File: src/spa_map.svh
// register offsets, field positions and reset values of the audio port
`ifndef SPA_MAP_SVH
`define SPA_MAP_SVH

// register byte offsets
`define SPA_OFS_CTRL      8'h00
`define SPA_OFS_CON2      8'h04
`define SPA_OFS_STAT      8'h08
`define SPA_OFS_MASK      8'h0c
`define SPA_OFS_TXB       8'h10
`define SPA_OFS_RXB       8'h14

// port control register
`define SPA_ON_BIT        15
`define SPA_CTRL_WMASK    32'h0000_8000
`define SPA_CTRL_RST      32'h0000_0000

// second control register fields
`define SPA_SGNEXT_BIT    15
`define SPA_FRMEN_BIT     12
`define SPA_ROVEN_BIT     11
`define SPA_TUREN_BIT     10
`define SPA_OVERFLOW_NONCRITICAL_BIT    9
`define SPA_UNDERRUN_NONCRITICAL_BIT    8
`define SPA_AUDIO_PROTOCOL_EN_BIT     7
`define SPA_MONO_BIT      3
`define SPA_MOD_HI        1
`define SPA_MOD_LO        0
`define SPA_CON2_WMASK    32'h0000_9f8b
`define SPA_CON2_AUDMASK  32'h0000_008b
`define SPA_CON2_RST      32'h0000_0000

// status register fields
`define SPA_ST_FRM        0
`define SPA_ST_ROV        1
`define SPA_ST_TUR        2
`define SPA_ST_HALT       8
`define SPA_ST_RXAV       9
`define SPA_ST_TXFULL     10
`define SPA_FLAGS_RST     3'h0
`define SPA_MASK_RST      3'h0

// bus responses
`define SPA_RESP_OKAY     2'b00
`define SPA_RESP_SLVERR   2'b10

`endif

File: src/spa_pkg.sv
// types shared by the audio serial port files
package spa_pkg;

   // shifter states, one-hot
   typedef enum logic [2:0]
   {
      ST_IDLE  = 3'b001,
      ST_SHIFT = 3'b010,
      ST_HALT  = 3'b100
   } spa_state_t;

   // audio framing selections
   typedef enum logic [1:0]
   {
      FRM_I2S = 2'b00,
      FRM_LJ  = 2'b01,
      FRM_RJ  = 2'b10,
      FRM_PCM = 2'b11
   } spa_frame_t;

endpackage

File: src/spa_port.sv
// audio serial port with error control and axi4-lite registers
//
// Summary of operation
// - sign extend read rx words when set
// - frame error raises error event only enabled
// - rx overflow raises error event only enabled
// - tx underrun raises error event only enabled
// - tolerated overflow keeps stored rx words
// - critical overflow halts the port
// - tolerated underrun shifts zeros until data, mono right slots resend the last word
// - critical underrun halts the port
// - audio enable selects audio codec framing
// - mono sends each word on both channels
// - framing field picks pcm, rj, lj, i2s
// - audio fields writable only while port off
// - mono and framing ignored without audio
// - unimplemented bits read zero, ignore writes
//
// The register addresses and the AXI4-Lite slave port were decided locally.
`timescale 1ns/1ps
`include "spa_map.svh"
module spa_port
#(
   parameter int WORD_W     = 16,
   parameter int FIFO_DEPTH = 4,
   parameter int ADDR_W     = 8
)
(
   input  wire logic              clk,
   input  wire logic              rst_n,
   input  wire logic [ADDR_W-1:0] s_axi_awaddr,
   input  wire logic              s_axi_awvalid,
   output logic                   s_axi_awready,
   input  wire logic [31:0]       s_axi_wdata,
   input  wire logic [3:0]        s_axi_wstrb,
   input  wire logic              s_axi_wvalid,
   output logic                   s_axi_wready,
   output logic      [1:0]        s_axi_bresp,
   output logic                   s_axi_bvalid,
   input  wire logic              s_axi_bready,
   input  wire logic [ADDR_W-1:0] s_axi_araddr,
   input  wire logic              s_axi_arvalid,
   output logic                   s_axi_arready,
   output logic      [31:0]       s_axi_rdata,
   output logic      [1:0]        s_axi_rresp,
   output logic                   s_axi_rvalid,
   input  wire logic              s_axi_rready,
   input  wire logic              link_sck,
   input  wire logic              link_ws,
   input  wire logic              link_sdi,
   output logic                   link_sdo,
   output logic                   err_event,
   output logic                   irq
);
   import spa_pkg::*;

   localparam int CW = $clog2(WORD_W + 1);

   logic              sck_q1, sck_q2, sck_q3;
   logic              ws_q1, ws_s, sdi_q1, sdi_s;
   logic              sck_rise;
   logic [31:0]       ctrl_r, con2_r;
   logic [2:0]        flags_r, mask_r, flag_set, flag_clr, err_en;
   logic [WORD_W-1:0] txb_r;
   logic              txb_full_r;
   logic              port_on, aud_en, mono_eff;
   spa_frame_t        mode_eff;
   logic              aw_hold_r, w_hold_r, wr_go;
   logic [ADDR_W-1:0] aw_addr_r;
   logic [31:0]       w_data_r, wr_val;
   logic [3:0]        w_strb_r;
   logic              rd_go, rd_ok;
   logic [31:0]       rd_val;
   spa_state_t        st_r;
   logic [CW-1:0]     bit_r;
   logic              chan_r, pend_r, ws_prev_r, tx_ld_r;
   logic [WORD_W-1:0] rx_sh_r, tx_sh_r, mono_r, rx_in;
   logic              ws_edge, start, start_chan;
   logic              word_done, need_tx, preload, tx_take;
   logic              overflow, underrun, frame_err;
   logic              fifo_ready, fifo_valid, fifo_pop;
   logic [WORD_W-1:0] fifo_data;

   // true when an address hits a register word
   function automatic logic hit(input logic [ADDR_W-1:0] a,
                                input logic [7:0] o);
      hit = ({a[ADDR_W-1:2], 2'b00} == ADDR_W'(o));
   endfunction

   // any implemented register
   function automatic logic mapped(input logic [ADDR_W-1:0] a);
      mapped = hit(a, `SPA_OFS_CTRL) | hit(a, `SPA_OFS_CON2) |
               hit(a, `SPA_OFS_STAT) | hit(a, `SPA_OFS_MASK) |
               hit(a, `SPA_OFS_TXB)  | hit(a, `SPA_OFS_RXB);
   endfunction

   // byte-lane merge of write data into a register
   function automatic logic [31:0] wmerge(input logic [31:0] old,
                                          input logic [31:0] d,
                                          input logic [3:0]  s);
      logic [31:0] m;
      m = {{8{s[3]}}, {8{s[2]}}, {8{s[1]}}, {8{s[0]}}};
      wmerge = (old & ~m) | (d & m);
   endfunction

   // receive word widened to the bus
   function automatic logic [31:0] rx_word(input logic [WORD_W-1:0] d,
                                           input logic sx);
      rx_word = sx ? {{(32-WORD_W){d[WORD_W-1]}}, d}
                   : {{(32-WORD_W){1'b0}}, d};
   endfunction

   // link pins pass two flops before use
   always_ff @(posedge clk or negedge rst_n)
   begin
      if (!rst_n)
      begin
         {sck_q1, sck_q2, sck_q3} <= 3'h0;
         {ws_q1, ws_s, sdi_q1, sdi_s} <= 4'h0;
      end
      else
      begin
         sck_q1 <= link_sck;
         sck_q2 <= sck_q1;
         sck_q3 <= sck_q2;
         ws_q1  <= link_ws;
         ws_s   <= ws_q1;
         sdi_q1 <= link_sdi;
         sdi_s  <= sdi_q1;
      end
   end

   assign sck_rise = sck_q2 & ~sck_q3;

   // effective settings, audio fields only count with audio on
   assign port_on  = ctrl_r[`SPA_ON_BIT];
   assign aud_en   = con2_r[`SPA_AUDIO_PROTOCOL_EN_BIT];
   assign mono_eff = aud_en & con2_r[`SPA_MONO_BIT];
   assign mode_eff = aud_en ? spa_frame_t'(con2_r[`SPA_MOD_HI:`SPA_MOD_LO])
                            : FRM_I2S;

   // write channel: address and data latched in either order
   assign s_axi_awready = ~aw_hold_r & ~s_axi_bvalid;
   assign s_axi_wready  = ~w_hold_r & ~s_axi_bvalid;
   assign wr_go         = aw_hold_r & w_hold_r & ~s_axi_bvalid;

   always_ff @(posedge clk or negedge rst_n)
   begin
      if (!rst_n)
      begin
         aw_hold_r    <= 1'b0;
         w_hold_r     <= 1'b0;
         aw_addr_r    <= '0;
         w_data_r     <= 32'h0;
         w_strb_r     <= 4'h0;
         s_axi_bvalid <= 1'b0;
         s_axi_bresp  <= `SPA_RESP_OKAY;
      end
      else
      begin
         if (s_axi_awvalid & s_axi_awready)
         begin
            aw_hold_r <= 1'b1;
            aw_addr_r <= s_axi_awaddr;
         end
         if (s_axi_wvalid & s_axi_wready)
         begin
            w_hold_r <= 1'b1;
            w_data_r <= s_axi_wdata;
            w_strb_r <= s_axi_wstrb;
         end
         if (wr_go)
         begin
            aw_hold_r    <= 1'b0;
            w_hold_r     <= 1'b0;
            s_axi_bvalid <= 1'b1;
            s_axi_bresp  <= mapped(aw_addr_r) ? `SPA_RESP_OKAY
                                              : `SPA_RESP_SLVERR;
         end
         else if (s_axi_bready)
            s_axi_bvalid <= 1'b0;
      end
   end

   // control registers, audio fields frozen while the port is on
   always_ff @(posedge clk or negedge rst_n)
   begin
      if (!rst_n)
      begin
         ctrl_r <= `SPA_CTRL_RST;
         con2_r <= `SPA_CON2_RST;
         mask_r <= `SPA_MASK_RST;
      end
      else if (wr_go)
      begin
         if (hit(aw_addr_r, `SPA_OFS_CTRL))
            ctrl_r <= wmerge(ctrl_r, w_data_r, w_strb_r) & `SPA_CTRL_WMASK;
         if (hit(aw_addr_r, `SPA_OFS_CON2))
            con2_r <= (con2_r & ~wr_val) |
                      (wmerge(con2_r, w_data_r, w_strb_r) & wr_val);
         if (hit(aw_addr_r, `SPA_OFS_MASK))
            mask_r <= w_strb_r[0] ? w_data_r[2:0] : mask_r;
      end
   end

   // writable bits of the second control register
   assign wr_val = port_on ? (`SPA_CON2_WMASK & ~`SPA_CON2_AUDMASK)
                           : `SPA_CON2_WMASK;

   // error flags: sticky, write one to clear, a new event wins
   assign flag_set = {underrun, overflow, frame_err};
   assign flag_clr = (wr_go & hit(aw_addr_r, `SPA_OFS_STAT) & w_strb_r[0])
                     ? w_data_r[2:0] : 3'h0;

   always_ff @(posedge clk or negedge rst_n)
   begin
      if (!rst_n)
         flags_r <= `SPA_FLAGS_RST;
      else
         flags_r <= (flags_r & ~flag_clr) | flag_set;
   end

   // enabled flags merge into one error event, those also set in mask_r into the interrupt
   assign err_en = {con2_r[`SPA_TUREN_BIT], con2_r[`SPA_ROVEN_BIT],
                    con2_r[`SPA_FRMEN_BIT]};
   assign err_event = |(flags_r & err_en);
   assign irq       = |(flags_r & err_en & mask_r);

   // transmit holding buffer, writes while full are dropped
   always_ff @(posedge clk or negedge rst_n)
   begin
      if (!rst_n)
      begin
         txb_r      <= '0;
         txb_full_r <= 1'b0;
      end
      else if (!port_on)
         txb_full_r <= 1'b0;
      else if (tx_take)
         txb_full_r <= 1'b0;
      else if (wr_go & hit(aw_addr_r, `SPA_OFS_TXB) & ~txb_full_r)
      begin
         txb_r      <= w_data_r[WORD_W-1:0];
         txb_full_r <= 1'b1;
      end
   end

   // read channel: one cycle answer, rx reads pop the queue
   assign s_axi_arready = ~s_axi_rvalid;
   assign rd_go         = s_axi_arvalid & s_axi_arready;
   assign fifo_pop      = rd_go & hit(s_axi_araddr, `SPA_OFS_RXB);

   always_comb
   begin
      rd_val = 32'h0;
      rd_ok  = mapped(s_axi_araddr);
      if (hit(s_axi_araddr, `SPA_OFS_CTRL))
         rd_val = ctrl_r;
      if (hit(s_axi_araddr, `SPA_OFS_CON2))
         rd_val = con2_r & `SPA_CON2_WMASK;
      if (hit(s_axi_araddr, `SPA_OFS_STAT))
      begin
         rd_val[2:0]            = flags_r;
         rd_val[`SPA_ST_HALT]   = (st_r == ST_HALT);
         rd_val[`SPA_ST_RXAV]   = fifo_valid;
         rd_val[`SPA_ST_TXFULL] = txb_full_r;
      end
      if (hit(s_axi_araddr, `SPA_OFS_MASK))
         rd_val[2:0] = mask_r;
      if (hit(s_axi_araddr, `SPA_OFS_RXB) & fifo_valid)
         rd_val = rx_word(fifo_data, con2_r[`SPA_SGNEXT_BIT]);
   end

   always_ff @(posedge clk or negedge rst_n)
   begin
      if (!rst_n)
      begin
         s_axi_rvalid <= 1'b0;
         s_axi_rdata  <= 32'h0;
         s_axi_rresp  <= `SPA_RESP_OKAY;
      end
      else if (rd_go)
      begin
         s_axi_rvalid <= 1'b1;
         s_axi_rdata  <= rd_val;
         s_axi_rresp  <= rd_ok ? `SPA_RESP_OKAY : `SPA_RESP_SLVERR;
      end
      else if (s_axi_rready)
         s_axi_rvalid <= 1'b0;
   end

   // frame start per framing selection
   assign ws_edge = ws_s ^ ws_prev_r;
   always_comb
   begin
      start      = 1'b0;
      start_chan = 1'b0;
      if (!aud_en)
         start = ws_s & ~ws_prev_r;
      else
         case (mode_eff)
            FRM_I2S:
            begin
               start      = pend_r;                   // one bit late
               start_chan = ws_s;                     // low is left
            end
            FRM_LJ, FRM_RJ:
            begin
               start      = ws_edge;
               start_chan = ~ws_s;                    // high is left
            end
            FRM_PCM:
               start = ws_s & ~ws_prev_r;             // pulse opens left
            default:
               start = 1'b0;
         endcase
      start = start & sck_rise & port_on;
   end

   // word boundary events
   assign rx_in     = {rx_sh_r[WORD_W-2:0], sdi_s};
   assign word_done = sck_rise & ~start & (st_r == ST_SHIFT) &
                      (bit_r == CW'(WORD_W - 1)) & port_on;
   assign frame_err = start & (st_r == ST_SHIFT) & (bit_r != '0);
   assign overflow  = word_done & ~fifo_ready;
   assign need_tx   = word_done & ~(mono_eff & ~chan_r);
   assign underrun  = need_tx & ~txb_full_r;
   assign preload   = (st_r == ST_IDLE) & port_on & ~tx_ld_r &
                      txb_full_r & ~sck_rise;
   assign tx_take   = (need_tx | preload) & txb_full_r;

   // frame line history on the link clock rises
   always_ff @(posedge clk or negedge rst_n)
   begin
      if (!rst_n)
      begin
         ws_prev_r <= 1'b0;
         pend_r    <= 1'b0;
      end
      else if (sck_rise)
      begin
         ws_prev_r <= ws_s;
         pend_r    <= aud_en & (mode_eff == FRM_I2S) & ws_edge;
      end
   end

   // shifter: msb first, sample and advance on each link rise
   always_ff @(posedge clk or negedge rst_n)
   begin
      if (!rst_n)
      begin
         st_r    <= ST_IDLE;
         bit_r   <= '0;
         chan_r  <= 1'b0;
         tx_ld_r <= 1'b0;
         rx_sh_r <= '0;
         tx_sh_r <= '0;
         mono_r  <= '0;
      end
      else if (!port_on)
      begin
         st_r    <= ST_IDLE;
         bit_r   <= '0;
         chan_r  <= 1'b0;
         tx_ld_r <= 1'b0;
         tx_sh_r <= '0;
      end
      else
         case (st_r)
            ST_HALT:
               tx_sh_r <= '0;
            ST_IDLE, ST_SHIFT:
            begin
               if (preload)
               begin
                  tx_sh_r <= txb_r;
                  mono_r  <= txb_r;
                  tx_ld_r <= 1'b1;
               end
               if (start)
               begin
                  rx_sh_r <= rx_in;
                  tx_sh_r <= tx_sh_r << 1;
                  bit_r   <= CW'(1);
                  chan_r  <= start_chan;
                  st_r    <= ST_SHIFT;
               end
               else if (sck_rise & (st_r == ST_SHIFT))
               begin
                  rx_sh_r <= rx_in;
                  tx_sh_r <= tx_sh_r << 1;
                  bit_r   <= bit_r + 1'b1;
                  if (word_done)
                  begin
                     bit_r <= '0;
                     if (overflow & ~con2_r[`SPA_OVERFLOW_NONCRITICAL_BIT])
                        st_r <= ST_HALT;
                     else if (underrun & ~con2_r[`SPA_UNDERRUN_NONCRITICAL_BIT])
                        st_r <= ST_HALT;
                     else if (aud_en & (mode_eff == FRM_PCM) & ~chan_r)
                        chan_r <= 1'b1;
                     else
                        st_r <= ST_IDLE;
                     if (~need_tx)
                        tx_sh_r <= mono_r;
                     else if (txb_full_r)
                     begin
                        tx_sh_r <= txb_r;
                        mono_r  <= txb_r;
                        tx_ld_r <= 1'b1;
                     end
                     else
                     begin
                        tx_sh_r <= '0;
                        tx_ld_r <= 1'b0;
                     end
                  end
               end
            end
            default:
               st_r <= ST_IDLE;
         endcase
   end

   assign link_sdo = tx_sh_r[WORD_W-1];

   // received words queue; a full queue refuses the new word
   spa_rx_fifo #(
      .WIDTH (WORD_W),
      .DEPTH (FIFO_DEPTH)
   ) u_rx_fifo (
      .clk       (clk),
      .rst_n     (rst_n),
      .clr       (~port_on),
      .in_valid  (word_done),
      .in_data   (rx_in),
      .in_ready  (fifo_ready),
      .out_valid (fifo_valid),
      .out_data  (fifo_data),
      .out_ready (fifo_pop)
   );

endmodule // spa_port

File: src/spa_rx_fifo.sv
// receive word queue held in flip-flops
`timescale 1ns/1ps
module spa_rx_fifo
#(
   parameter int WIDTH = 16,
   parameter int DEPTH = 4
)
(
   input  wire logic             clk,
   input  wire logic             rst_n,
   input  wire logic             clr,
   input  wire logic             in_valid,
   input  wire logic [WIDTH-1:0] in_data,
   output logic                  in_ready,
   output logic                  out_valid,
   output logic      [WIDTH-1:0] out_data,
   input  wire logic             out_ready
);
   localparam int AW = (DEPTH > 1) ? $clog2(DEPTH) : 1;

   logic [WIDTH-1:0] mem_r [DEPTH];
   logic [AW-1:0]    wr_r;
   logic [AW-1:0]    rd_r;
   logic [AW:0]      cnt_r;
   logic             push;
   logic             pop;

   // advance an index with wrap
   function automatic logic [AW-1:0] step(input logic [AW-1:0] p);
      step = (p == AW'(DEPTH - 1)) ? '0 : p + 1'b1;
   endfunction

   // full refuses, so stored words are never overwritten
   assign in_ready  = (cnt_r != (AW+1)'(DEPTH));
   assign out_valid = (cnt_r != '0);
   assign out_data  = mem_r[rd_r];
   assign push      = in_valid & in_ready;
   assign pop       = out_ready & out_valid;

   // pointers and fill count
   always_ff @(posedge clk or negedge rst_n)
   begin
      if (!rst_n)
      begin
         wr_r  <= '0;
         rd_r  <= '0;
         cnt_r <= '0;
      end
      else if (clr)
      begin
         wr_r  <= '0;
         rd_r  <= '0;
         cnt_r <= '0;
      end
      else
      begin
         if (push)
            wr_r <= step(wr_r);
         if (pop)
            rd_r <= step(rd_r);
         if (push & ~pop)
            cnt_r <= cnt_r + 1'b1;
         else if (pop & ~push)
            cnt_r <= cnt_r - 1'b1;
      end
   end

   // word storage
   always_ff @(posedge clk)
   begin
      if (push & ~clr)
         mem_r[wr_r] <= in_data;
   end

endmodule // spa_rx_fifo

File: config.mk
export PLATFORM = sky130hd
export DESIGN_NAME = spa_port
export DESIGN_NICKNAME = d
export VERILOG_FILES = /design/src/spa_pkg.sv /design/src/spa_port.sv /design/src/spa_rx_fifo.sv
export VERILOG_INCLUDE_DIRS = /design/src
export SDC_FILE = /design/constraint.sdc
export NUM_CORES = 1
export LEC_CHECK = 0
export BUFFER_PORTS_ARGS = -buffer_cell sky130_fd_sc_hd__buf_4
export CAP_MARGIN = 20
export CORE_ASPECT_RATIO = 0.8
export CORE_UTILIZATION = 55
export CTS_BUF_LIST = sky130_fd_sc_hd__clkbuf_4 sky130_fd_sc_hd__clkbuf_8 sky130_fd_sc_hd__clkbuf_16
export DETAILED_ROUTE_END_ITERATION = 6
export PLACE_DENSITY = 0.81
export SYNTH_ARGS = -nofsm -noshare
export SYNTH_HDL_FRONTEND = slang
export SYNTH_HIERARCHICAL = 1
export SYNTH_SLANG_ARGS = --single-unit
File: constraint.sdc
create_clock -name clk -period 3.6 [get_ports clk]
set_input_delay 0.72 -clock clk [delete_from_list [all_inputs] [get_ports clk]]
set_output_delay 0.72 -clock clk [all_outputs]
set_load 0.02 [all_outputs]
# Word-level counts from Yosys, hierarchy flattened
# Memories as Yosys holds them, arrays and structs flattened.
# Cells that the tools add are included.
[op_classes]
n_addsub = 5
n_eq_ne = 36
mux = 83
bitwise_logic = 91
n_reduce_logical = 24
[op_table]
columns = ["op", "count"]
rows = [
  ["$mux 16", 14],
  ["$and 32x32->32", 4],
  ["$mux 32", 3],
  ["$not 32->32", 2],
  ["$or 32x32->32", 2],
  ["$and 1x1->1", 45],
  ["$mux 3", 14],
  ["$pmux 16 s2", 1],
  ["$mux 1", 31],
  ["$mux 15", 2],
  ["$mux 5", 5],
  ["$eq 6x2->1 const B", 4],
  ["$eq 6x3->1 const B", 4],
  ["$not 1->1", 19],
  ["$mux 2", 9],
  ["$ne 3x1->1 const B", 6],
  ["$and 16x16->16", 1],
  ["$or 16x16->16", 1],
  ["$eq 6x1->1 const B", 2],
  ["$logic_not 6->1", 2],
  ["$or 1x1->1", 11],
  ["$reduce_and 2->1", 5],
  ["$reduce_bool 2->1", 5],
  ["$and 3x3->3", 3],
  ["other kinds (32)", 44],
]
[totals]
register_bits = 213
ram_bits = 64
inputBits = 62
output_inout_bits = 44
elab_cells = 275
memories = 1
[mem_list]
columns = ["name", "words", "width", "read_ports", "rd_clocked_by_memory_dff", "wr", "line_no", "rtl"]
rows = [
  ["u_rx_fifo.mem_r", 4, 16, 1, 0, 1, "spa_rx_fifo.sv:21", "logic [WIDTH-1:0] mem_r [DEPTH];"],
]

# Depth between registers and ports, before layout
# Gate-level depths: netlist (run 1).
[depth]
ltp_word = 22
ltp_mapped = 15
depth_no_buf = 13

# By module
# Netlist (run 1), hierarchy kept.
[by_module_without_submodules]
columns = ["mod", "instances", "cells_each", "area_each_um2", "seq_area_each_um2"]
rows = [
  ["spa_port", 1, 563, 6956.7, 3679.8],
  ["spa_rx_fifo", 1, 145, 2869.0, 2097.0],
]

# Least setup slack after synthesis (run 1)
# Ideal clock, no wire load.
[synth_path]
path_type = "register to register"
start = "reg (tool-made name)"
end = "mem u_rx_fifo.mem_r[0][0] (enable)"
setup_ns = 0.374
arrival_ns = 2.727
required_time_ns = 3.226
setup_slack_ns = 0.499
stages_incl_launch_ff = 12
path_buffers = 2
period_less_slack_ns = 3.101
cell_sequence = "dfrtp_1 -> buf_6 -> nand2_1 -> ha_1 -> nand2b_1 -> nand4b_4 -> and2_4 -> buf_4 -> nor3_2 -> inv_2 -> nor3_1 -> and2_1"
[synth_lines]
columns = ["element", "line_no"]
rows = [
  ["end: declaration", "spa_rx_fifo.sv:21"],
]

==> run summary, run 1 <==
outcome - completed
Cells after Synth - 708
Slew @ Worst Pin - 1.03 ns
setup slack at placement - 0.376 ns
Die Width - 151 um
Filler cells - 1207
Num CTS Buffers - 23
DRT iter0 DRCs - 690
vias post-DR - 6402
ys flop type - dfrtp_1
Antenna Cells - 0
top post-synthesis cells by area - dfrtp_1, edfxtp_1, mux2_2, mux4_2, buf_4
crit path time final - 3.11 ns
setup TNS - 0 ns
post-synth cell types - 78
hold bufs inserted after CTS - 0
global-route wire length before repair - 35400 um
peak supply drop - 0.000417 V
total of max-cap violations - 0
port buffer count - 81
Post-CTS Resized - 0
commonest cells after routing, fill and taps aside - dfrtp_1, buf_4, mux2_2, edfxtp_1
largest net degree at the start of global routing - 81
maximum buffer depth of the clock tree - 3
H-tree lvl count - 1
Worst Setup Start Kind - flop
Hold Path Class - in2async
layout cell share with drive strength beyond 1 - 34.2%
final worst setup slack - 0.488 ns
CTS Sinks - 218
total global routing overflow - 0
syn avg cell area - 13.9 um2
critical path data arrival time - 3.57 ns
Post-synth EDFFs - 64
Tcrit/Tclk final - 86.4%
ys async rst share - 70.6%
cell taking the most area after synthesis - dfrtp_1
initial antenna violation count - 0
Rows - 43
Slew HR - 29.4%
Pleak - 4.86 nW
DIE HEIGHT - 122 um
Max Fclk - 321 MHz
Crit. End Element - flop
synthesis-to-finish area growth - 15.4%
# setup viols final - 0
CP Class - reg2reg
Detail Route Antenna Nets - 0
Core Region - 0.0174 mm2
post-synthesis sequential area ratio - 58.8%
commonest non-fill, non-tap cell in the layout - dfrtp_1
GRT Overall Usage - 25.2%
TritonCTS clock tree - done
Final Hold Vio Count - 0
Tot Pwr - 6.54 mW
Worst EP required - 4.06 ns
RSZ-0062 raised after global routing - false
First-pass DRT Iterations - 6
PD cells - 577 mW/mm2
IO Pins - 106
top cell type's share of synthesized area - 39.0%
Skew-Pair Late Insertion Delay - 0.52 ns
Slew Limit Fails - 0
clock skew - 0.00824 ns
hpwl dp - 14500 um
Remaining DRCs - 0
post-layout util - 65.0%
vias per std cell - 6.27
number of post-CTS setup repair buffers - 0
nets@finish - 854
Die Area - 0.0184 mm2
#FFs+latches synth - 218
initial core utilization - 56.4%
final WL - 22300 um
routability cong. - 0.828
synthesized area - 0.00983 mm2
crit path max fanout - 20
Clock transition at path regs - 0.06 ns
DR WL/cell - 21.8 um
Ys Warns - 6
CTS root buf - clkbuf_16
vias in the first global route - 6512
## cell families after synthesis
logic type	count (synthesis)	synth area share [%]
and+or+nand+nor	143	8.80
muxes	111	14.8
AOI/OAI and AO/OA	150	11.8
adders and majority gates	13	1.73
other	1	0.0382
buffers and inverters	72	4.07
DFF	218	58.8
## worst max-delay path: stages (launching register included)
cell and delay [ns]:
dfrtp_1 0.40, nand2_1 0.12, ha_1 0.26, a311oi_4 0.37
and2_4 0.39, nor3_2 0.10, inv_2 0.14, nor3_1 0.09
fa_1 0.46, a21bo_2 0.25, a311oi_1 0.28, o311a_1 0.20
## synthesized netlist by cell type (14+ instances only)
cell type and instances:
dfrtp_1 153, o2bb2ai_1 18, edfxtp_1 64, nor2_1 30, a222oi_1 14, a21o_1 18, nand2_1 32, buf_4 25
a21oi_1 18, o21ai_0 32, mux4_2 16, inv_1 18, nand3_1 14, mux2_2 79
## final cells by class
cell class,instances,area (um2),area share [%]
Multi-Input combinational cell,419,3650,32.2
Timing Repair Buffer,97,744,6.57
Clock buffer,32,662,5.84
Sequential cell,218,5780,51.0
Tap cell,225,282,2.48
Clock inverter,10,144,1.27
Inverter,20,75.1,0.662
## final timing paths
| kind | to | slack, ns | cells past startpoint |
|---|---|---|---|
| max in group asynchronous | tx_sh_r[5]$_DFFE_PN0P_ | 2.68 | 2 |
| hold reg to reg | sck_q2$_DFF_PN0_ | 0.35 | 0 |
| min in group clk | sdi_q1$_DFF_PN0_ | 0.31 | 1 |
| setup reg to reg | u_rx_fifo/cnt_r[2]$_DFFE_PN0P_ | 0.49 | 11 |
| setup / recovery | u_rx_fifo/cnt_r[2]$_DFFE_PN0P_ | 0.49 | 11 |
| hold / removal | w_data_r[4]$_DFFE_PN0P_ | 0.12 | 1 |
## metrics by stage
step,hold WS (ns),cells,area [um2]
detailed placement,0.347,979,10500
finish,0.120,1021,11300
floorplan,0.331,709,9830
global route,0.144,1021,11300
CTS,0.120,1021,11300
global placement,0.339,979,10500
## power breakdown
part | switching, mW | leakage (nW) | total, mW | internal, mW
logic | 0.524 | 1.79 | 0.960 | 0.436
clock network | 0.978 | 0.406 | 2.49 | 1.51
registers | 0.283 | 2.67 | 3.09 | 2.81
## routing by layer
metal / up-vias / wire length [um] / share of wire [%] / GRT usage [%]
li1: 2812 / - / - / -
met1: 3243 / 9040 / 41 / 35.6
met2: 294 / 10800 / 48 / 40.5
met3: 53 / 1790 / 8.0 / 3.86
met4: 0 / 663 / 3.0 / 8.06
met5: - / 0 / 0 / 0
(Power assumes the default switching activity.)
==> inputs of run 2 (changes only) <==
--- a/config.mk
+++ b/config.mk
@@ -6,13 +6,17 @@
 export SDC_FILE = /design/constraint.sdc
 export NUM_CORES = 1
 export LEC_CHECK = 0
+export ABC_AREA = 1
 export BUFFER_PORTS_ARGS = -buffer_cell sky130_fd_sc_hd__buf_4
 export CAP_MARGIN = 20
+export CELL_PAD_IN_SITES_DETAIL_PLACEMENT = 1
+export CELL_PAD_IN_SITES_GLOBAL_PLACEMENT = 1
 export CORE_ASPECT_RATIO = 0.8
-export CORE_UTILIZATION = 55
+export CORE_MARGIN = 10
+export CORE_UTILIZATION = 45
 export CTS_BUF_LIST = sky130_fd_sc_hd__clkbuf_4 sky130_fd_sc_hd__clkbuf_8 sky130_fd_sc_hd__clkbuf_16
 export DETAILED_ROUTE_END_ITERATION = 6
-export PLACE_DENSITY = 0.81
+export PLACE_DENSITY = 0.85
 export SYNTH_ARGS = -nofsm -noshare
 export SYNTH_HDL_FRONTEND = slang
 export SYNTH_HIERARCHICAL = 1
==> run 2 against run 1 <==
Against the previous run: cell area increased by 2.5%; sequential cell count did not move; clock skew grew 0.0047 ns; sequential power fell by 4%; register-to-register slack got worse by 0.03 ns; non-clock buffer count increased by 1; critical path type unchanged; critical endpoint is now u_rx_fifo/mem_r[2][10]$_DFFE_PP_; largest power group unchanged.
==> run summary, run 2 <==
ys async rst share - 70.6% (unchanged)
nets@finish - 1208 (+41%)
Slew @ Worst Pin - 0.826 ns (-0.206 ns)
top cell type's share of synthesized area - 38.5% (-0.51 points)
CTS root buf - clkbuf_16
post-synthesis sequential area ratio - 58.0% (-0.77 points)
critical path data arrival time - 3.35 ns (-0.22 ns)
initial core utilization - 45.9% (-10 points)
Worst EP required - 3.81 ns (-0.25 ns)
vias in the first global route - 8520 (+31%)
First-pass DRT Iterations - 5 (-1)
Hold Path Class - in2async
Rows - 48 (+12%)
#FFs+latches synth - 218 (unchanged)
CTS Sinks - 218 (unchanged)
port buffer count - 81 (unchanged)
Post-synth EDFFs - 64 (unchanged)
Cells after Synth - 1062 (+50%)
Comb pwr share - 16.0% (+1.3 points)
syn avg cell area - 9.37 um2 (-32%)
multiplexer area fraction after synthesis - 2.15% (-13 points)
Antenna Cells - 0 (unchanged)
Remaining DRCs - 0 (unchanged)
initial antenna violation count - 0 (unchanged)
crit path time final - 3.14 ns (+0.0291 ns)
layout cell share with drive strength beyond 1 - 16.5% (-18 points)
commonest cells after routing, fill and taps aside - nand2_1, dfrtp_1, inv_1, o21ai_0, buf_4
routability cong. - 0.818 (-1.2%)
worst path cell trace - nand2_1, ha_1, nand2_1, nand2_1, nand2_1, nand2_1, nand2_2, nand3_4, inv_2, nand2_4, inv_4, nand2_2, nor2_1, buf_4
CP Class - reg2reg
RSZ-0062 raised after global routing - false
Filler cells - 2462 (+100%)
Detail Route Antenna Nets - 0 (unchanged)
outcome - completed
crit path max fanout - 16 (-20%)
post-synth cell types - 49 (-37%)
post-synthesis compound-gate area fraction - 13.0% (+1.3 points)
cell taking the most area after synthesis - dfrtp_1
DRT iter0 DRCs - 669 (-3.0%)
H-tree lvl count - 1 (unchanged)
Slew HR - 44.8% (+15 points)
final worst setup slack - 0.459 ns (-0.0291 ns)
global-route wire length before repair - 47400 um (+34%)
Max Fclk - 318 MHz (-0.93%)
TritonCTS clock tree - done
Worst Setup Start Kind - flop
IO Pins - 106 (unchanged)
Sw Share - 29.6% (+2.3 points)
Tot Pwr - 6.66 mW (+1.8%)
setup slack at placement - 0.670 ns (+0.294 ns)
PD cells - 573 mW/mm2 (-0.71%)
vias post-DR - 7840 (+22%)
hold bufs inserted after CTS - 0 (unchanged)
clock share of power - 39.2% (+1.1 points)
crit path buf inv count - 3 (+2)
Num CTS Buffers - 23 (unchanged)
setup TNS - 0 ns (unchanged)
vias per std cell - 5.41 (-14%)
Die Width - 186 um (+23%)
total of max-cap violations - 0 (unchanged)
commonest non-fill, non-tap cell in the layout - nand2_1
largest family of logic cells by synthesized area - simple AND/OR/NAND/NOR gates
Slew Limit Fails - 0 (unchanged)
Clock transition at path regs - 0.06 ns (about the same)
Post-Synth Simple-Gate Area - 17.0% (+8.2 points)
top cells by count, synth - nand2_1, dfrtp_1, inv_1, o21ai_0, nor2_1
Internal Pwr Total - 4.69 mW (-1.4%)
# setup viols final - 0 (unchanged)
synthesis-to-finish area growth - 16.7%
slowest stage delay, CP - 0.58 ns (+0.12 ns)
largest net degree at the start of global routing - 76 (-6.2%)
Synth Area in Adders - 1.71% (-0.023 points)
total global routing overflow - 0 (unchanged)
GRT Overall Usage - 20.8% (-4.4 points)
Crit. End Element - flop
Fin Hold WS - 0.214 ns (+0.0936 ns)
clock skew - 0.0130 ns (+0.00474 ns)
hpwl dp - 19800 um (+36%)
peak supply drop - 0.000522 V (+25%)
Psw - 1.97 mW (+10%)
CP max stage cell - dfrtp_1
Pleak - 5.25 nW (+8.0%)
maximum buffer depth of the clock tree - 3 (unchanged)
Final Hold Vio Count - 0 (unchanged)
Most Frequent Cell on Critical Path - nand2_1
top post-synthesis cells by area - dfrtp_1, edfxtp_1, nand2_1, o21ai_0, inv_1
post-layout instance count excluding filler cells - 1450 (+42%)
most numerous cell in the Yosys netlist - nand2_1
Seq pwr share - 44.8% (-2.4 points)
ys flop type - dfrtp_1
Skew-Pair Late Insertion Delay - 0.53 ns (about the same)
Die Area - 0.0285 mm2 (+55%)
DR WL/cell - 20.4 um (-6.4%)
number of post-CTS setup repair buffers - 0 (unchanged)
Post-CTS Resized - 0 (unchanged)
XOR/XNOR share of the synthesized area - 0.0880% (+0.088 points)
cell type group with the largest total delay on the critical path - simple AND/OR/NAND/NOR gates
final WL - 29600 um (+33%)
DIE HEIGHT - 153 um (+26%)
Ys Warns - 6 (unchanged)
Tcrit/Tclk final - 87.2% (+0.81 points)
synthesized area - 0.00996 mm2 (+1.3%)
placed cells - 1407 (+44%)
Core Region - 0.0217 mm2 (+24%)
[run 2: logic make-up (layout without fill, tap and decap cells)]
| family | after synthesis | in the layout |
|---|---|---|
| AOI/OAI and AO/OA | 232 | 232 |
| adders and majority gates | 13 | 13 |
| muxes | 19 | 19 |
| DFF | 218 | 218 |
| buffers and inverters | 182 | 269 |
| and+or+nand+nor | 396 | 396 |
| other | 1 | 2 |
| xor gates and xnor gates | 1 | 1 |
[run 2: path summary, 6_finish.rpt]
check	cells past startpoint	slack, ns	start	end
max	14	0.46	flop	u_rx_fifo/mem_r[2][10]$_DFFE_PP_
min	1	0.21	rst_n	s_axi_rdata[5]$_DFFE_PN0P_
max reg2reg	14	0.46	flop	u_rx_fifo/mem_r[2][10]$_DFFE_PP_
min reg2reg	0	0.36	ws_q1$_DFF_PN0_	ws_s$_DFF_PN0_
max in group asynchronous	2	2.62	rst_n	flags_r[2]$_DFF_PN0_
min in group clk	1	0.30	link_sck	sck_q1$_DFF_PN0_
[run 2: per-stage QoR]
step | utilization [%] | instance area (um2)
floorplan | - | 9960
global placement | 49.7 | 10800
detailed placement | 49.7 | 10800
CTS | 53.5 | 11600
global route | 53.6 | 11600
finish | 53.6 | 11600
[run 2: cell type report]
class	count	area, um2	share of cell area (%)
tap	300	375	3.23
timing repair buffer	98	759	6.54
multi-input combinational	663	3390	29.2
clock inverter	13	184	1.58
sequential	218	5780	49.7
clock buffer	29	646	5.56
inverter	129	487	4.19
[run 2: worst register-to-register path: cells and delay by family (launching register included)]
| family | cells | cell delay, ns |
|---|---|---|
| AND/OR/NAND/NOR | 10 | 1.17 |
| buffers and inverters | 3 | 0.68 |
| flip-flops | 1 | 0.58 |
| adder cells (fa/ha/maj) | 1 | 0.38 |
[run 2: per-layer routing]
layer | GRT usage [%] | part of all wire, % | up-vias
li1 | - | - | 3645
met1 | 27.6 | 43 | 3912
met2 | 34.3 | 49 | 232
met3 | 3.70 | 6.1 | 51
met4 | 5.17 | 2.3 | 0
met5 | 0 | 0 | -
[run 2: power groups by stage]
| stage | clock network, mW | logic (mW) | registers [mW] |
|---|---|---|---|
| floorplan | 0 | 0.658 | 2.97 |
| global placement | 0 | 0.976 | 3.00 |
| detailed placement | 0 | 1.04 | 3.02 |
| CTS | 2.63 | 1.07 | 2.98 |
| global route | 2.74 | 1.19 | 3.01 |
| finish | 2.61 | 1.07 | 2.98 |
==> inputs of run 3 (changes only) <==
--- a/config.mk
+++ b/config.mk
@@ -6,17 +6,16 @@
 export SDC_FILE = /design/constraint.sdc
 export NUM_CORES = 1
 export LEC_CHECK = 0
-export ABC_AREA = 1
 export BUFFER_PORTS_ARGS = -buffer_cell sky130_fd_sc_hd__buf_4
-export CAP_MARGIN = 20
+export CAP_MARGIN = 10
 export CELL_PAD_IN_SITES_DETAIL_PLACEMENT = 1
 export CELL_PAD_IN_SITES_GLOBAL_PLACEMENT = 1
 export CORE_ASPECT_RATIO = 0.8
 export CORE_MARGIN = 10
-export CORE_UTILIZATION = 45
+export CORE_UTILIZATION = 49
 export CTS_BUF_LIST = sky130_fd_sc_hd__clkbuf_4 sky130_fd_sc_hd__clkbuf_8 sky130_fd_sc_hd__clkbuf_16
 export DETAILED_ROUTE_END_ITERATION = 6
-export PLACE_DENSITY = 0.85
+export PLACE_DENSITY = 0.86
 export SYNTH_ARGS = -nofsm -noshare
 export SYNTH_HDL_FRONTEND = slang
 export SYNTH_HIERARCHICAL = 1
==> run 3 against run 2 <==
Against the previous run: hold slack got worse by 0.0020 ns; non-clock buffer count up 4; setup slack got worse by 0.091 ns; maximum frequency is 2.8% lower; routed wire length fell by 5.0%; die area shrank 8.3%; clock-buffer cell count rose by 4; cell area down 2.4%; register-to-register slack lost 0.09 ns; sequential cell count did not move; global-route usage rose by 1.1 points; first-iteration DRC count down 10%; critical endpoint is now u_rx_fifo/cnt_r[2]$_DFFE_PN0P_; highest routed layer unchanged.
==> run summary, run 3 (synthesis gave the netlist of run 1 again) <==
layout cell share with drive strength beyond 1 - 34.4% (+18 points)
Skew-Pair Late Insertion Delay - 0.52 ns (about the same)
clock skew - 0.0136 ns (+0.000595 ns)
maximum buffer depth of the clock tree - 3 (unchanged)
port buffer count - 81 (unchanged)
Remaining DRCs - 0 (unchanged)
final worst setup slack - 0.368 ns (-0.0915 ns)
Slew @ Worst Pin - 0.923 ns (+0.0968 ns)
Sw Share - 28.9% (-0.73 points)
Comb pwr share - 15.6% (-0.4 points)
end of the worst register-to-register path - u_rx_fifo/cnt_r[2]$_DFFE_PN0P_
worst path cell trace - nand2_1, ha_1, a311oi_4, and2_4, nor3_2, inv_2, nor3_1, fa_1, a21bo_2, a311oi_1, o311a_1
Clock transition at path regs - 0.06 ns (about the same)
cell type group with the largest total delay on the critical path - compound AO/OA/AOI/OAI gates
Antenna Cells - 0 (unchanged)
crit path time final - 3.23 ns (+0.0915 ns)
Worst EP required - 4.06 ns (+0.25 ns)
largest net degree at the start of global routing - 75 (-1.3%)
Num CTS Buffers - 23 (unchanged)
placed cells - 1023 (-27%)
Hold Path Class - in2async
global-route wire length before repair - 44800 um (-5.5%)
initial antenna violation count - 0 (unchanged)
Rows - 46 (-4.2%)
setup TNS - 0 ns (unchanged)
CP Class - reg2reg
routability cong. - 0.882 (+7.8%)
crit path buf inv count - 1 (-2)
DR WL/cell - 26.4 um (+29%)
final WL - 28100 um (-5.0%)
hold bufs inserted after CTS - 0 (unchanged)
critical path data arrival time - 3.69 ns (+0.34 ns)
GRT Overall Usage - 21.9% (+1.1 points)
post-layout instance count excluding filler cells - 1064 (-27%)
Die Area - 0.0262 mm2 (-8.3%)
DIE HEIGHT - 147 um (-4.2%)
Detail Route Antenna Nets - 0 (unchanged)
H-tree lvl count - 1 (unchanged)
CTS Sinks - 218 (unchanged)
TritonCTS clock tree - done
Max Fclk - 309 MHz (-2.8%)
Reg2Reg Setup Slack - 0.37 ns (-0.09 ns)
total of max-cap violations - 0 (unchanged)
number of post-CTS setup repair buffers - 0 (unchanged)
Seq pwr share - 48.3% (+3.5 points)
First-pass DRT Iterations - 7 (+2)
Internal Pwr Total - 4.61 mW (-1.7%)
vias post-DR - 6565 (-16%)
crit path max fanout - 20 (+4)
Psw - 1.87 mW (-5.1%)
Worst Setup Start Kind - flop
Tcrit/Tclk final - 89.8% (+2.5 points)
CTS root buf - clkbuf_16
RSZ-0062 raised after global routing - false
Fin Hold WS - 0.212 ns (-0.00205 ns)
vias in the first global route - 7296 (-14%)
initial core utilization - 49.8% (+3.9 points)
total global routing overflow - 0 (unchanged)
Slew HR - 38.5% (-6.3 points)
vias per std cell - 6.17 (+14%)
Core Region - 0.0197 mm2 (-8.9%)
synthesis-to-finish area growth - 15.4%
Post-CTS Resized - 0 (unchanged)
clock share of power - 36.0% (-3.2 points)
R2R depth - 11 (-3)
commonest non-fill, non-tap cell in the layout - dfrtp_1
DRT iter0 DRCs - 599 (-10%)
# setup viols final - 0 (unchanged)
Die Width - 178 um (-4.3%)
slowest stage delay, CP - 0.46 ns (-0.12 ns)
PD cells - 571 mW/mm2 (-0.34%)
peak supply drop - 0.000365 V (-30%)
IO Pins - 106 (unchanged)
hpwl dp - 18900 um (-4.7%)
Final Hold Vio Count - 0 (unchanged)
outcome - completed
nets@finish - 859 (-29%)
CP max stage cell - fa_1
setup slack at placement - 0.342 ns (-0.329 ns)
Crit. End Element - flop
Pleak - 4.85 nW (-7.7%)
commonest cells after routing, fill and taps aside - dfrtp_1, buf_4, mux2_2, edfxtp_1
Slew Limit Fails - 0 (unchanged)
==> run 3: cell types whose count changed in the layout (fill, tap and decap cells not counted), sizes merged, moves of 20 or more <==
| cell | before | now |
|---|---|---|
| inv | 129 | 21 |
| nand2 | 234 | 33 |
| nand3 | 41 | 16 |
| a21oi | 54 | 20 |
| o22ai | 21 | 1 |
| nor2 | 96 | 33 |
| mux2 | 19 | 88 |
| o21ai | 122 | 34 |
==> run 3: layout make-up <==
type / count / area (um2)
multi-input cells: 419 / 3650
clock buffers: 33 / 669
clock inverters: 8 / 65.1
flip-flops and latches: 218 / 5780
inverters: 20 / 75.1
well taps: 264 / 330
repair buffers: 102 / 769
fillers: 1903 / 8400
==> run 3: power groups by stage <==
stage / sequential (mW) / combinational, mW / clock [mW]
3_5_place_dp: 3.15 / 0.993 / 0
3_3_place_gp: 3.12 / 0.922 / 0
2_1_floorplan: 3.03 / 0.654 / 0
6_report: 3.13 / 1.01 / 2.33
5_1_grt: 3.15 / 1.09 / 2.48
4_1_cts: 3.12 / 1.02 / 2.35
==> run 3: routing by layer <==
layer	GRT usage [%]	routed length, um
met2	36.2	14100
met3	3.97	1840
met1	28.1	11200
met5	0	0
met4	7.76	944
==> run 3: worst reg2reg max path, cell delays in order (launching register included) <==
cell      delay [ns]
dfrtp_1         0.40
nand2_1         0.13
ha_1            0.27
a311oi_4        0.39
and2_4          0.40
nor3_2          0.15
inv_2           0.14
nor3_1          0.09
fa_1            0.46
a21bo_2         0.25
a311oi_1        0.30
o311a_1         0.21
==> run 3: how the worst max path moves through the flow <==
stage / from / endpoint / slack, ns / depth (start not counted)
global placement: s_axi_araddr[3] / u_rx_fifo/cnt_r[2]$_DFFE_PN0P_ / 0.53 / 10
floorplan: flop / u_rx_fifo/mem_r[0][0]$_DFFE_PP_ / 0.50 / 11
finish: flop / u_rx_fifo/cnt_r[2]$_DFFE_PN0P_ / 0.37 / 11
CTS: flop / u_rx_fifo/cnt_r[2]$_DFFE_PN0P_ / 0.38 / 11
detailed placement: s_axi_araddr[3] / u_rx_fifo/cnt_r[2]$_DFFE_PN0P_ / 0.34 / 10
global route: flop / u_rx_fifo/cnt_r[2]$_DFFE_PN0P_ / 0.20 / 11
==> run 3: per-stage QoR <==
stage | area, um2 | utilization [%] | power [mW]
floorplan | 9830 | - | 3.69
global placement | 10600 | 53.7 | 4.04
detailed placement | 10600 | 53.7 | 4.15
CTS | 11300 | 57.4 | 6.49
global route | 11300 | 57.4 | 6.72
finish | 11300 | 57.4 | 6.47
